$ cat src/design/adc_seq_pkg.sv
// Package: timing, channel codes and result layout for the converter sequencer
package adc_seq_pkg;
	localparam int CLK_MHZ = 100;
	localparam int DATA_W = 8;
	localparam int RES_W = 9;
	localparam int PARITY_BIT = 8;
	localparam int SLOT_US = 8;
	localparam int SLOT_CYC = SLOT_US * CLK_MHZ;
	localparam int SLOTS_PER_SEQ = 4;
	localparam int SEQ_US = 32;
	// Delay after a dimming falling edge; 4 us typical, 3.6 to 4.9 allowed
	localparam int PHASE_DELAY_NS = 4000;
	localparam int PHASE_DELAY_CYC = (PHASE_DELAY_NS * CLK_MHZ + 999) / 1000;
	localparam int CNT_W = 10;
	localparam int INTERVAL_W = 9;
	localparam logic [RES_W-1:0] RESULT_RESET = 9'h100;
	localparam logic [2:0] CH_BOOST = 3'h0;
	localparam logic [2:0] CH_BATTERY = 3'h1;
	localparam logic [2:0] CH_TEMP = 3'h2;
	localparam logic [2:0] CH_LED1 = 3'h3;
	localparam logic [2:0] CH_LED2 = 3'h4;
	localparam int NUM_RES = 7;
	localparam logic [2:0] IDX_BOOST = 3'h0;
	localparam logic [2:0] IDX_BATTERY = 3'h1;
	localparam logic [2:0] IDX_TEMP = 3'h2;
	localparam logic [2:0] IDX_LED1_ON = 3'h3;
	localparam logic [2:0] IDX_LED1_STR = 3'h4;
	localparam logic [2:0] IDX_LED2_ON = 3'h5;
	localparam logic [2:0] IDX_LED2_STR = 3'h6;
	typedef enum logic [1:0] {
		ST_IDLE = 2'b00,
		ST_CONV = 2'b01,
		ST_STORE = 2'b11
	} conv_state_t;
	// Odd parity: nine bits hold an odd count of ones
	function automatic logic [RES_W-1:0] with_parity(input logic [DATA_W-1:0] d);
		with_parity = {~(^d), d};
	endfunction
endpackage

$ cat src/design/result_bus_if.sv
// Interface: write and read ports between the sequencer and the result store
`timescale 1ns/10ps
`default_nettype none
interface result_bus_if;
	logic we;
	logic [2:0] waddr;
	logic [8:0] wdata;
	logic [2:0] raddr;
	logic [8:0] rdata;
	modport writer (output we, output waddr, output wdata, output raddr, input rdata);
	modport store (input we, input waddr, input wdata, input raddr, output rdata);
endinterface
`default_nettype wire

$ cat src/design/result_store.sv
// Result memory: seven parity-protected words, registered read
`timescale 1ns/10ps
`default_nettype none
module result_store (
	// Clock and reset
	input wire logic clk,
	input wire logic arst_n,
	// Sequencer side
	result_bus_if.store bus
);
	import adc_seq_pkg::*;
	logic [RES_W-1:0] mem_q [NUM_RES];
	logic [RES_W-1:0] rdata_q;
	always_ff @(posedge clk or negedge arst_n) begin
		if (!arst_n) begin
			for (int i = 0; i < NUM_RES; i++) begin
				mem_q[i] <= RESULT_RESET;
			end
		end else if (bus.we) begin
			mem_q[bus.waddr] <= bus.wdata;
		end
	end
	always_ff @(posedge clk or negedge arst_n) begin
		if (!arst_n) begin
			rdata_q <= RESULT_RESET;
		end else begin
			rdata_q <= mem_q[bus.raddr];
		end
	end
	assign bus.rdata = rdata_q;
endmodule // result_store
`default_nettype wire

$ cat src/design/sar_core.sv
// Successive approximation engine: one trial bit per cycle
`timescale 1ns/10ps
`default_nettype none
module sar_core (
	// Clock and reset
	input wire logic clk,
	input wire logic arst_n,
	// Control
	input wire logic start,
	output logic done,
	output logic [7:0] code,
	// Analog comparator
	output logic [7:0] dac_code,
	input wire logic comp_above
);
	import adc_seq_pkg::*;
	logic [DATA_W-1:0] trial_q, trial_d;
	logic [DATA_W-1:0] mask_q, mask_d;
	logic busy_q, done_q;
	logic [DATA_W-1:0] kept;
	assign kept = comp_above ? trial_q : (trial_q & ~mask_q);
	assign mask_d = busy_q ? (mask_q >> 1) : 8'h80;
	assign trial_d = start ? 8'h80 : (busy_q ? (kept | (mask_q >> 1)) : trial_q);
	always_ff @(posedge clk or negedge arst_n) begin
		if (!arst_n) begin
			trial_q <= 8'h00;
			mask_q <= 8'h80;
			busy_q <= 1'b0;
			done_q <= 1'b0;
		end else begin
			trial_q <= trial_d;
			mask_q <= start ? 8'h80 : mask_d;
			busy_q <= start | (busy_q & (mask_q != 8'h01));
			done_q <= busy_q & (mask_q == 8'h01);
		end
	end
	assign dac_code = trial_q;
	assign code = trial_q;
	assign done = done_q;
endmodule // sar_core
`default_nettype wire

$ cat src/design/adc_sequencer.sv
// Top: automatic converter sequencing, LED sampling requests and result readout
// What this block does
// - Every channel converts through an eight-bit successive approximation engine.
// - Internal sequencer picks mux input, converts and stores all channels unaided.
// - Host reads never disturb the sequence; they return the latest result.
// - Each conversion slot lasts eight microseconds.
// - Boost refreshed every 16 us; battery and temperature once per 32 us.
// - Non-zero forced interval allows LED samples at insertion points, periodic cadence.
// - Without forced operation a dimming falling edge raises that channel's request.
// - Request issued after a phase delay from the falling edge.
// - Input high updates on and string results; low updates string only.
// - One LED channel per request; a full sequence before the next.
// - Priority flag starts at channel 1 and after each service points to the channel not served.
// - Every result carries odd parity in bit eight.
// - Battery result code in bits 7:0, parity in bit 8.
// - Boost result stored with odd parity.
// - Temperature result also goes to thermal warning and shutdown logic.
// - Edge-to-action delay four microseconds typical.
// - LED results stored with odd parity in bit eight.
// - Constant dimming inputs still get forced periodic LED samples.
`timescale 1ns/10ps
`default_nettype none
module adc_sequencer (
	// Clock and reset
	input wire logic clk,
	input wire logic arst_n,
	// Dimming inputs, pin or internal, and mode select
	input wire logic [1:0] channel_dim_input,
	input wire logic [1:0] internal_dim,
	input wire logic external_dimming,
	// Forced sampling interval in sequence periods
	input wire logic [adc_seq_pkg::INTERVAL_W-1:0] forced_sample_interval,
	// Analog front end
	output logic [2:0] mux_select,
	output logic [7:0] dac_code,
	input wire logic comp_above,
	// Register read port
	input wire logic [2:0] read_index,
	output logic [8:0] read_data,
	// Result views for other logic
	output logic [8:0] battery_supply,
	output logic [8:0] boost_rail,
	output logic [8:0] die_temperature,
	output logic [7:0] thermal_code
);
	import adc_seq_pkg::*;
	// ------------------------------------------------------------
	// Slot timing
	// ------------------------------------------------------------
	logic [CNT_W-1:0] slot_cnt_q;
	logic [1:0] slot_idx_q;
	logic slot_end;
	logic slot_is_led_q;
	logic [2:0] slot_ch_q;
	logic led_ch2_q;
	logic led_pin_high_q;
	conv_state_t state_q, state_d;
	assign slot_end = (slot_cnt_q == CNT_W'(SLOT_CYC - 1));
	always_ff @(posedge clk or negedge arst_n) begin
		if (!arst_n) begin
			slot_cnt_q <= '0;
		end else begin
			slot_cnt_q <= slot_end ? '0 : slot_cnt_q + 1'b1;
		end
	end
	// ------------------------------------------------------------
	// Dimming edge detection and phase delay
	// ------------------------------------------------------------
	logic [1:0] dim_src;
	logic [1:0] dim_prev_q;
	logic [1:0] fall;
	logic [1:0] req_q;
	logic [CNT_W-1:0] delay_cnt_q [2];
	logic [1:0] delay_run_q;
	logic [1:0] delay_done;
	logic forced_mode;
	assign dim_src = external_dimming ? channel_dim_input : internal_dim;
	assign fall = dim_prev_q & ~dim_src;
	assign forced_mode = (forced_sample_interval != '0);
	always_ff @(posedge clk or negedge arst_n) begin
		if (!arst_n) begin
			dim_prev_q <= 2'b00;
		end else begin
			dim_prev_q <= dim_src;
		end
	end
	genvar g;
	for (g = 0; g < 2; g++) begin : g_delay
		assign delay_done[g] = delay_run_q[g] &&
			(delay_cnt_q[g] == CNT_W'(PHASE_DELAY_CYC - 1));
		always_ff @(posedge clk or negedge arst_n) begin
			if (!arst_n) begin
				delay_run_q[g] <= 1'b0;
				delay_cnt_q[g] <= '0;
			end else if (fall[g]) begin
				delay_run_q[g] <= 1'b1;
				delay_cnt_q[g] <= '0;
			end else if (delay_done[g]) begin
				delay_run_q[g] <= 1'b0;
			end else if (delay_run_q[g]) begin
				delay_cnt_q[g] <= delay_cnt_q[g] + 1'b1;
			end
		end
	end
	// ------------------------------------------------------------
	// Forced request cadence in whole sequences
	// ------------------------------------------------------------
	logic seq_end;
	logic [INTERVAL_W-1:0] seq_cnt_q;
	logic forced_tick;
	assign seq_end = slot_end && !slot_is_led_q && (slot_idx_q == 2'(SLOTS_PER_SEQ - 1));
	assign forced_tick = forced_mode && seq_end && (seq_cnt_q >= forced_sample_interval - 1'b1);
	always_ff @(posedge clk or negedge arst_n) begin
		if (!arst_n) begin
			seq_cnt_q <= '0;
		end else if (!forced_mode || forced_tick) begin
			seq_cnt_q <= '0;
		end else if (seq_end) begin
			seq_cnt_q <= seq_cnt_q + 1'b1;
		end
	end
	// ------------------------------------------------------------
	// Request arbitration and lockout
	// ------------------------------------------------------------
	logic prio_ch2_q;
	logic lock_q;
	logic [2:0] lock_slots_q;
	logic grant;
	logic grant_ch2;
	logic led_insert_point;
	// Edges still count in forced mode; the forced tick sets both requests and wins over a grant clear in the same cycle
	always_ff @(posedge clk or negedge arst_n) begin
		if (!arst_n) begin
			req_q <= 2'b00;
		end else begin
			for (int i = 0; i < 2; i++) begin
				if (delay_done[i] || forced_tick) begin
					req_q[i] <= 1'b1;
				end else if (grant && (grant_ch2 == i[0])) begin
					req_q[i] <= 1'b0;
				end
			end
		end
	end
	assign led_insert_point = slot_end && !slot_is_led_q;
	assign grant = led_insert_point && !lock_q && (req_q != 2'b00);
	assign grant_ch2 = (req_q == 2'b11) ? prio_ch2_q : req_q[1];
	always_ff @(posedge clk or negedge arst_n) begin
		if (!arst_n) begin
			prio_ch2_q <= 1'b0;
			lock_q <= 1'b0;
			lock_slots_q <= '0;
		end else if (grant) begin
			prio_ch2_q <= ~grant_ch2;
			lock_q <= 1'b1;
			lock_slots_q <= '0;
		end else if (led_insert_point && lock_q) begin
			lock_slots_q <= lock_slots_q + 1'b1;
			if (lock_slots_q == 3'(SLOTS_PER_SEQ - 1)) begin
				lock_q <= 1'b0;
			end
		end
	end
	// ------------------------------------------------------------
	// Slot scheduling
	// ------------------------------------------------------------
	logic [2:0] main_ch;
	logic [1:0] next_idx;
	assign next_idx = slot_is_led_q ? slot_idx_q : slot_idx_q + 1'b1;
	assign main_ch = next_idx[0] ? (next_idx[1] ? CH_TEMP : CH_BATTERY) : CH_BOOST;
	always_ff @(posedge clk or negedge arst_n) begin
		if (!arst_n) begin
			slot_idx_q <= '0;
			slot_is_led_q <= 1'b0;
			slot_ch_q <= CH_BOOST;
			led_ch2_q <= 1'b0;
		end else if (slot_end) begin
			slot_is_led_q <= grant;
			// Index holds across an LED slot, so the main order resumes
			slot_idx_q <= next_idx;
			slot_ch_q <= grant ? (grant_ch2 ? CH_LED2 : CH_LED1) : main_ch;
			led_ch2_q <= grant ? grant_ch2 : led_ch2_q;
		end
	end
	// ------------------------------------------------------------
	// Conversion control
	// ------------------------------------------------------------
	logic sar_start;
	logic sar_done;
	logic [7:0] sar_code;
	logic [7:0] dac_d;
	assign sar_start = (state_q == ST_IDLE) && (slot_cnt_q == CNT_W'(1));
	always_comb begin
		state_d = state_q;
		case (state_q)
			ST_IDLE: begin
				if (sar_start) begin
					state_d = ST_CONV;
				end
			end
			ST_CONV: begin
				if (sar_done) begin
					state_d = ST_STORE;
				end
			end
			ST_STORE: begin
				state_d = ST_IDLE;
			end
			default: begin
				state_d = ST_IDLE;
			end
		endcase
	end
	always_ff @(posedge clk or negedge arst_n) begin
		if (!arst_n) begin
			state_q <= ST_IDLE;
			led_pin_high_q <= 1'b0;
		end else begin
			state_q <= state_d;
			if (sar_start) begin
				led_pin_high_q <= led_ch2_q ? channel_dim_input[1] : channel_dim_input[0];
			end
		end
	end
	sar_core u_sar (
		.clk(clk),
		.arst_n(arst_n),
		.start(sar_start),
		.done(sar_done),
		.code(sar_code),
		.dac_code(dac_d),
		.comp_above(comp_above)
	);
	// ------------------------------------------------------------
	// Result storage and readout
	// ------------------------------------------------------------
	result_bus_if rbus ();
	logic [RES_W-1:0] new_word;
	logic store_now;
	logic second_q;
	logic [2:0] str_idx;
	logic [2:0] on_idx;
	assign store_now = (state_q == ST_STORE);
	assign new_word = with_parity(sar_code);
	assign str_idx = led_ch2_q ? IDX_LED2_STR : IDX_LED1_STR;
	assign on_idx = led_ch2_q ? IDX_LED2_ON : IDX_LED1_ON;
	// LED slot with pin high writes on-voltage, then string next cycle
	always_ff @(posedge clk or negedge arst_n) begin
		if (!arst_n) begin
			second_q <= 1'b0;
		end else begin
			second_q <= store_now && slot_is_led_q && led_pin_high_q;
		end
	end
	logic [RES_W-1:0] word_q;
	always_ff @(posedge clk or negedge arst_n) begin
		if (!arst_n) begin
			word_q <= RESULT_RESET;
		end else if (store_now) begin
			word_q <= new_word;
		end
	end
	assign rbus.we = store_now | second_q;
	assign rbus.wdata = second_q ? word_q : new_word;
	assign rbus.waddr = second_q ? str_idx :
		!slot_is_led_q ? slot_ch_q :
		led_pin_high_q ? on_idx : str_idx;
	assign rbus.raddr = read_index;
	result_store u_store (
		.clk(clk),
		.arst_n(arst_n),
		.bus(rbus)
	);
	// Local copies so side outputs need no extra memory read port
	logic [RES_W-1:0] bat_q, bst_q, tmp_q;
	always_ff @(posedge clk or negedge arst_n) begin
		if (!arst_n) begin
			bat_q <= RESULT_RESET;
			bst_q <= RESULT_RESET;
			tmp_q <= RESULT_RESET;
		end else if (store_now && !slot_is_led_q) begin
			if (slot_ch_q == CH_BATTERY) bat_q <= new_word;
			if (slot_ch_q == CH_BOOST) bst_q <= new_word;
			if (slot_ch_q == CH_TEMP) tmp_q <= new_word;
		end
	end
	logic [2:0] mux_q;
	logic [7:0] dac_q;
	always_ff @(posedge clk or negedge arst_n) begin
		if (!arst_n) begin
			mux_q <= CH_BOOST;
			dac_q <= 8'h00;
		end else begin
			mux_q <= slot_ch_q;
			dac_q <= dac_d;
		end
	end
	assign mux_select = mux_q;
	assign dac_code = dac_q;
	assign read_data = rbus.rdata;
	assign battery_supply = bat_q;
	assign boost_rail = bst_q;
	assign die_temperature = tmp_q;
	assign thermal_code = tmp_q[7:0];
endmodule // adc_sequencer
`default_nettype wire

$ cat config.mk
export PLATFORM = sky130hd
export DESIGN_NAME = adc_sequencer
export DESIGN_NICKNAME = d
export VERILOG_FILES = /design/src/design/adc_seq_pkg.sv /design/src/design/result_bus_if.sv /design/src/design/result_store.sv /design/src/design/sar_core.sv /design/src/design/adc_sequencer.sv
export SDC_FILE = /design/constraint.sdc
export NUM_CORES = 1
export LEC_CHECK = 0
export ABC_AREA = 1
export BUFFER_PORTS_ARGS = -buffer_cell sky130_fd_sc_hd__buf_4
export CAP_MARGIN = 40
export CORE_ASPECT_RATIO = 0.9
export CORE_MARGIN = 5
export CORE_UTILIZATION = 30
export CTS_CLUSTER_SIZE = 12
export DETAILED_ROUTE_END_ITERATION = 10
export PLACE_DENSITY = 0.48
export SYNTH_ARGS = -nofsm -noshare
export SYNTH_HDL_FRONTEND = slang
export SYNTH_SLANG_ARGS = --single-unit
$ cat constraint.sdc
create_clock -name clk -period 2.5 [get_ports clk]
set_input_delay 0.125 -clock clk [delete_from_list [all_inputs] [get_ports clk]]
set_output_delay 0.125 -clock clk [all_outputs]
set_load 0.005 [all_outputs]
==> impl_results.md <==
* # IOs at 75
* Crit Path Category: in2reg
* Synth Flop Type: dfrtp_1
* Hpwl dp at roughly 15 mm
* Yosys Warn Count at 0
* TritonCTS Buffers at 17
* Clock power share at 0.412
* Postcts setup bufs at 0
* Total nets after synthesis at ~1200
* Drt drc at 0
* RSZ-0062 raised after global routing: no
* CTS tree: yes
* Library cells used by synthesis at 41
* Clk slew on worst S/H paths at 0.08 ns
* Most used cell, CP: nand2_1
* Crit Path Max Fanout at 9
* Wire per inst at 13.4 um
* Number of synthesized flops with an enable pin at 0
* Fin crit share at 0.820
* Critical-path cell list: buf_4 -> inv_1 -> ha_1 -> nand2_1 -> nor2_1 -> nand2_1 -> inv_1 -> nor2_1 -> ha_1 -> nand2_1 -> inv_1 -> a21oi_1 -> nand2_1 -> a21oi_1 -> nand4_1 -> nand2_1
* Clk buf depth at 2
* Top cells by count, synth: 296 x nand2_1, 185 x dfrtp_1, 130 x inv_1
* Syn avg cell area at 8.35 sq um
* Worst rel slew slack at 0.516
* Row Count at 62
* Sw frac at 0.259
* Tot GR Track Use at 0.127
* Area leader, netlist: dfrtp_1
* Fin. Hold Viols at 0
* Critical path's slowest cell: a21oi_1
* Die area at 35600 sq um
* Post-layout power at around 0.0067 W
* Clock Tree Root: clkbuf_16
* Endpoint class of the critical path: flop
* Worst-skew pair later-pin latency at around 0.44 ns
* Most frequent cell after synthesis: nand2_1
* Worst Tran Pin Value at 0.726 ns
* Clk_skew at between 0.009 and 0.01 ns
* Peak supply drop at 0.000414 V
* Comb pwr share at 0.077
* Die Width at 198 um
* Final Max Slew Viols at 0
* Clock H-tree levels at 4
* Sw power at about 0.0017 W
* Number of antenna violations at the first check in global routing at 0
* Core Area at about 32000 sq um
* Final Critical Period at between 2 and 2.5 ns
* Die Height at 179 um
* Via Count at around 7500
* Asr flop ratio synth at 1.00
* Status: finished clean
* Seq/Total Area, Yosys at 0.520
* Clock sinks at approximately 200
* Cts hold-fix bufs at 6
* Post-route ant nets at 0
* Final setup viols at 0
* Max-cap violations at 0
* Pwr/cell area at 598 nW/um^2
* Critical Path AT at 2.43 ns
* FMAX at 0.488 GHz
* Mapped Cells at 1145
* Overflow after GRT at 0
* Layout cell share with drive strength beyond 1 at 0.158
* First-pass GRT wire length at 36.8 mm
* Share of the synthesized area in the top cell type at 0.484
* Initial DRC Count at between 300 and 400
* Post_cts resized at 0
* Max stage delay on crit path at 0.57 ns
* Fill cells at 3339
* Routed wire length at 22.0 mm
* Core Util, Final at 0.352
* Yosys reg bits at 198
* Dominant cells by area after synthesis: dfrtp_1 48%, nand2_1 12%, o21ai_0 6.0%
* Via density at between 4 and 5
* Area growth syn-to-layout at 16.7%
* Min-Delay Path Class: in2reg
* N_diodes at 0
* Port Buffer Count at between 70 and 80
* Startpoint types: primary input
* Sequential Power Share at 0.511
* Layout net count at 1256
* Number of global-route vias before repair at 7132
* 1st-pass router iterations at 5
* Synth Cell Area at 9560 sq um
* WP data required at around 2.9 ns
* Largest net degree at the start of global routing at 73
* Leakage at between 5 and 6 nW
* Initial core utilization at 0.301
* GPL Wtd Cong at 0.759
* Internal at 0.00494 W
[cell usage in the layout, fill, tap and decap left out, drive strengths merged, types with 2 or more instances in the layout]
cell type and n:
mux2i 2, dlygate4sd3 6, xor2 13, nand3 57, nor3 13, nand4 25
o21ai 155, clkinv 7, buf 85, nor2 111, nor4 3, clkbuf 19
o31ai 2, xnor2 8, inv 149, clkinvlp 2, ha 19, a32oi 8
nand2 304, dfrtp 185, a21oi 35, or2 2, dfstp 13
[through the flow]
step | instances | hold slack [ns] | setup slack, ns | area (sq um) | setup TNS [ns]
floorplan | 1145 | -0.171 | 0.362 | 9560 | 0
global placement | 1608 | 0.0650 | 0.0112 | 10500 | 0
detailed placement | 1608 | 0.0660 | -0.0294 | 10500 | -0.0458
CTS | 1646 | 0.00636 | 0.444 | 11200 | 0
global route | 1646 | 0.0426 | 0.0996 | 11200 | 0
finish | 1646 | 0.0174 | 0.451 | 11200 | 0
[critical path: cells and delay by family]
family          cells  cell delay, ns
compound gates      2            0.71
fa+ha+maj           2            0.50
buf+inv             4            0.31
simple gates        8            0.76
[final timing paths]
check                                       end  cells after the start                 startpoint  slack (ns)
max                                seq_cnt_q[5]                     16  forced_sample_interval[0]        0.45
min                              led_pin_high_q                      3       channel_dim_input[0]        0.02
max reg2reg                        seq_cnt_q[5]                      8               seq_cnt_q[6]        0.50
min reg2reg                         dac_code[1]                      0              u_sar.code[1]        0.43
max in group asynchronous      u_store.mem_q[8]                      3                     arst_n        1.52
min in group asynchronous  u_store.bus.rdata[1]                      2                     arst_n        0.16
[final cells by class]
type	instances	area, sq um	share of cell area
clock buffer	18	439	0.0393
inverter	145	547	0.0490
tap	416	520	0.0466
clock inverter	14	141	0.0127
sequential	198	4970	0.445
multi-input combinational	763	3810	0.341
timing repair buffer	92	737	0.0660
[power groups by stage]
stage	sequential, W	combinational [W]	clock [W]
after floorplan	0.00345	0.000280	0
after global placement	0.00347	0.000515	0
after detailed placement	0.00347	0.000522	0
after CTS	0.00341	0.000530	0.00285
after global routing	0.00343	0.000606	0.00297
final	0.00341	0.000514	0.00275
[per-layer routing]
layer,GRT usage,up-vias,wire length [um]
met5,0,-,0
met1,0.175,3562,10700
li1,-,3811,-
met4,0.0284,0,175
met2,0.210,71,10600
met3,0.0260,14,578
[sequential cells by signal, summed over array words and instances, names as in the netlist, 8 cells and up]
signal	count
battery_supply	9
delay_cnt_q	20
seq_cnt_q	9
u_sar.mask_q	8
u_store.bus.rdata	9
boost_rail	9
u_sar.code	8
u_store.mem_q	63
die_temperature	9
word_q	9
slot_cnt_q	10
dac_code	8
[logic make-up after synthesis]
kind of cell | after synthesis | share of synthesized area
AND/OR/NAND/NOR | 516 | 0.230
AO/OA/AOI/OAI | 205 | 0.122
flip-flops | 198 | 0.520
buffers and inverters | 184 | 0.0822
XOR/XNOR | 21 | 0.0192
adder cells (fa/ha/maj) | 19 | 0.0249
multiplexers | 2 | 0.00209
(Power assumes the default switching activity.)
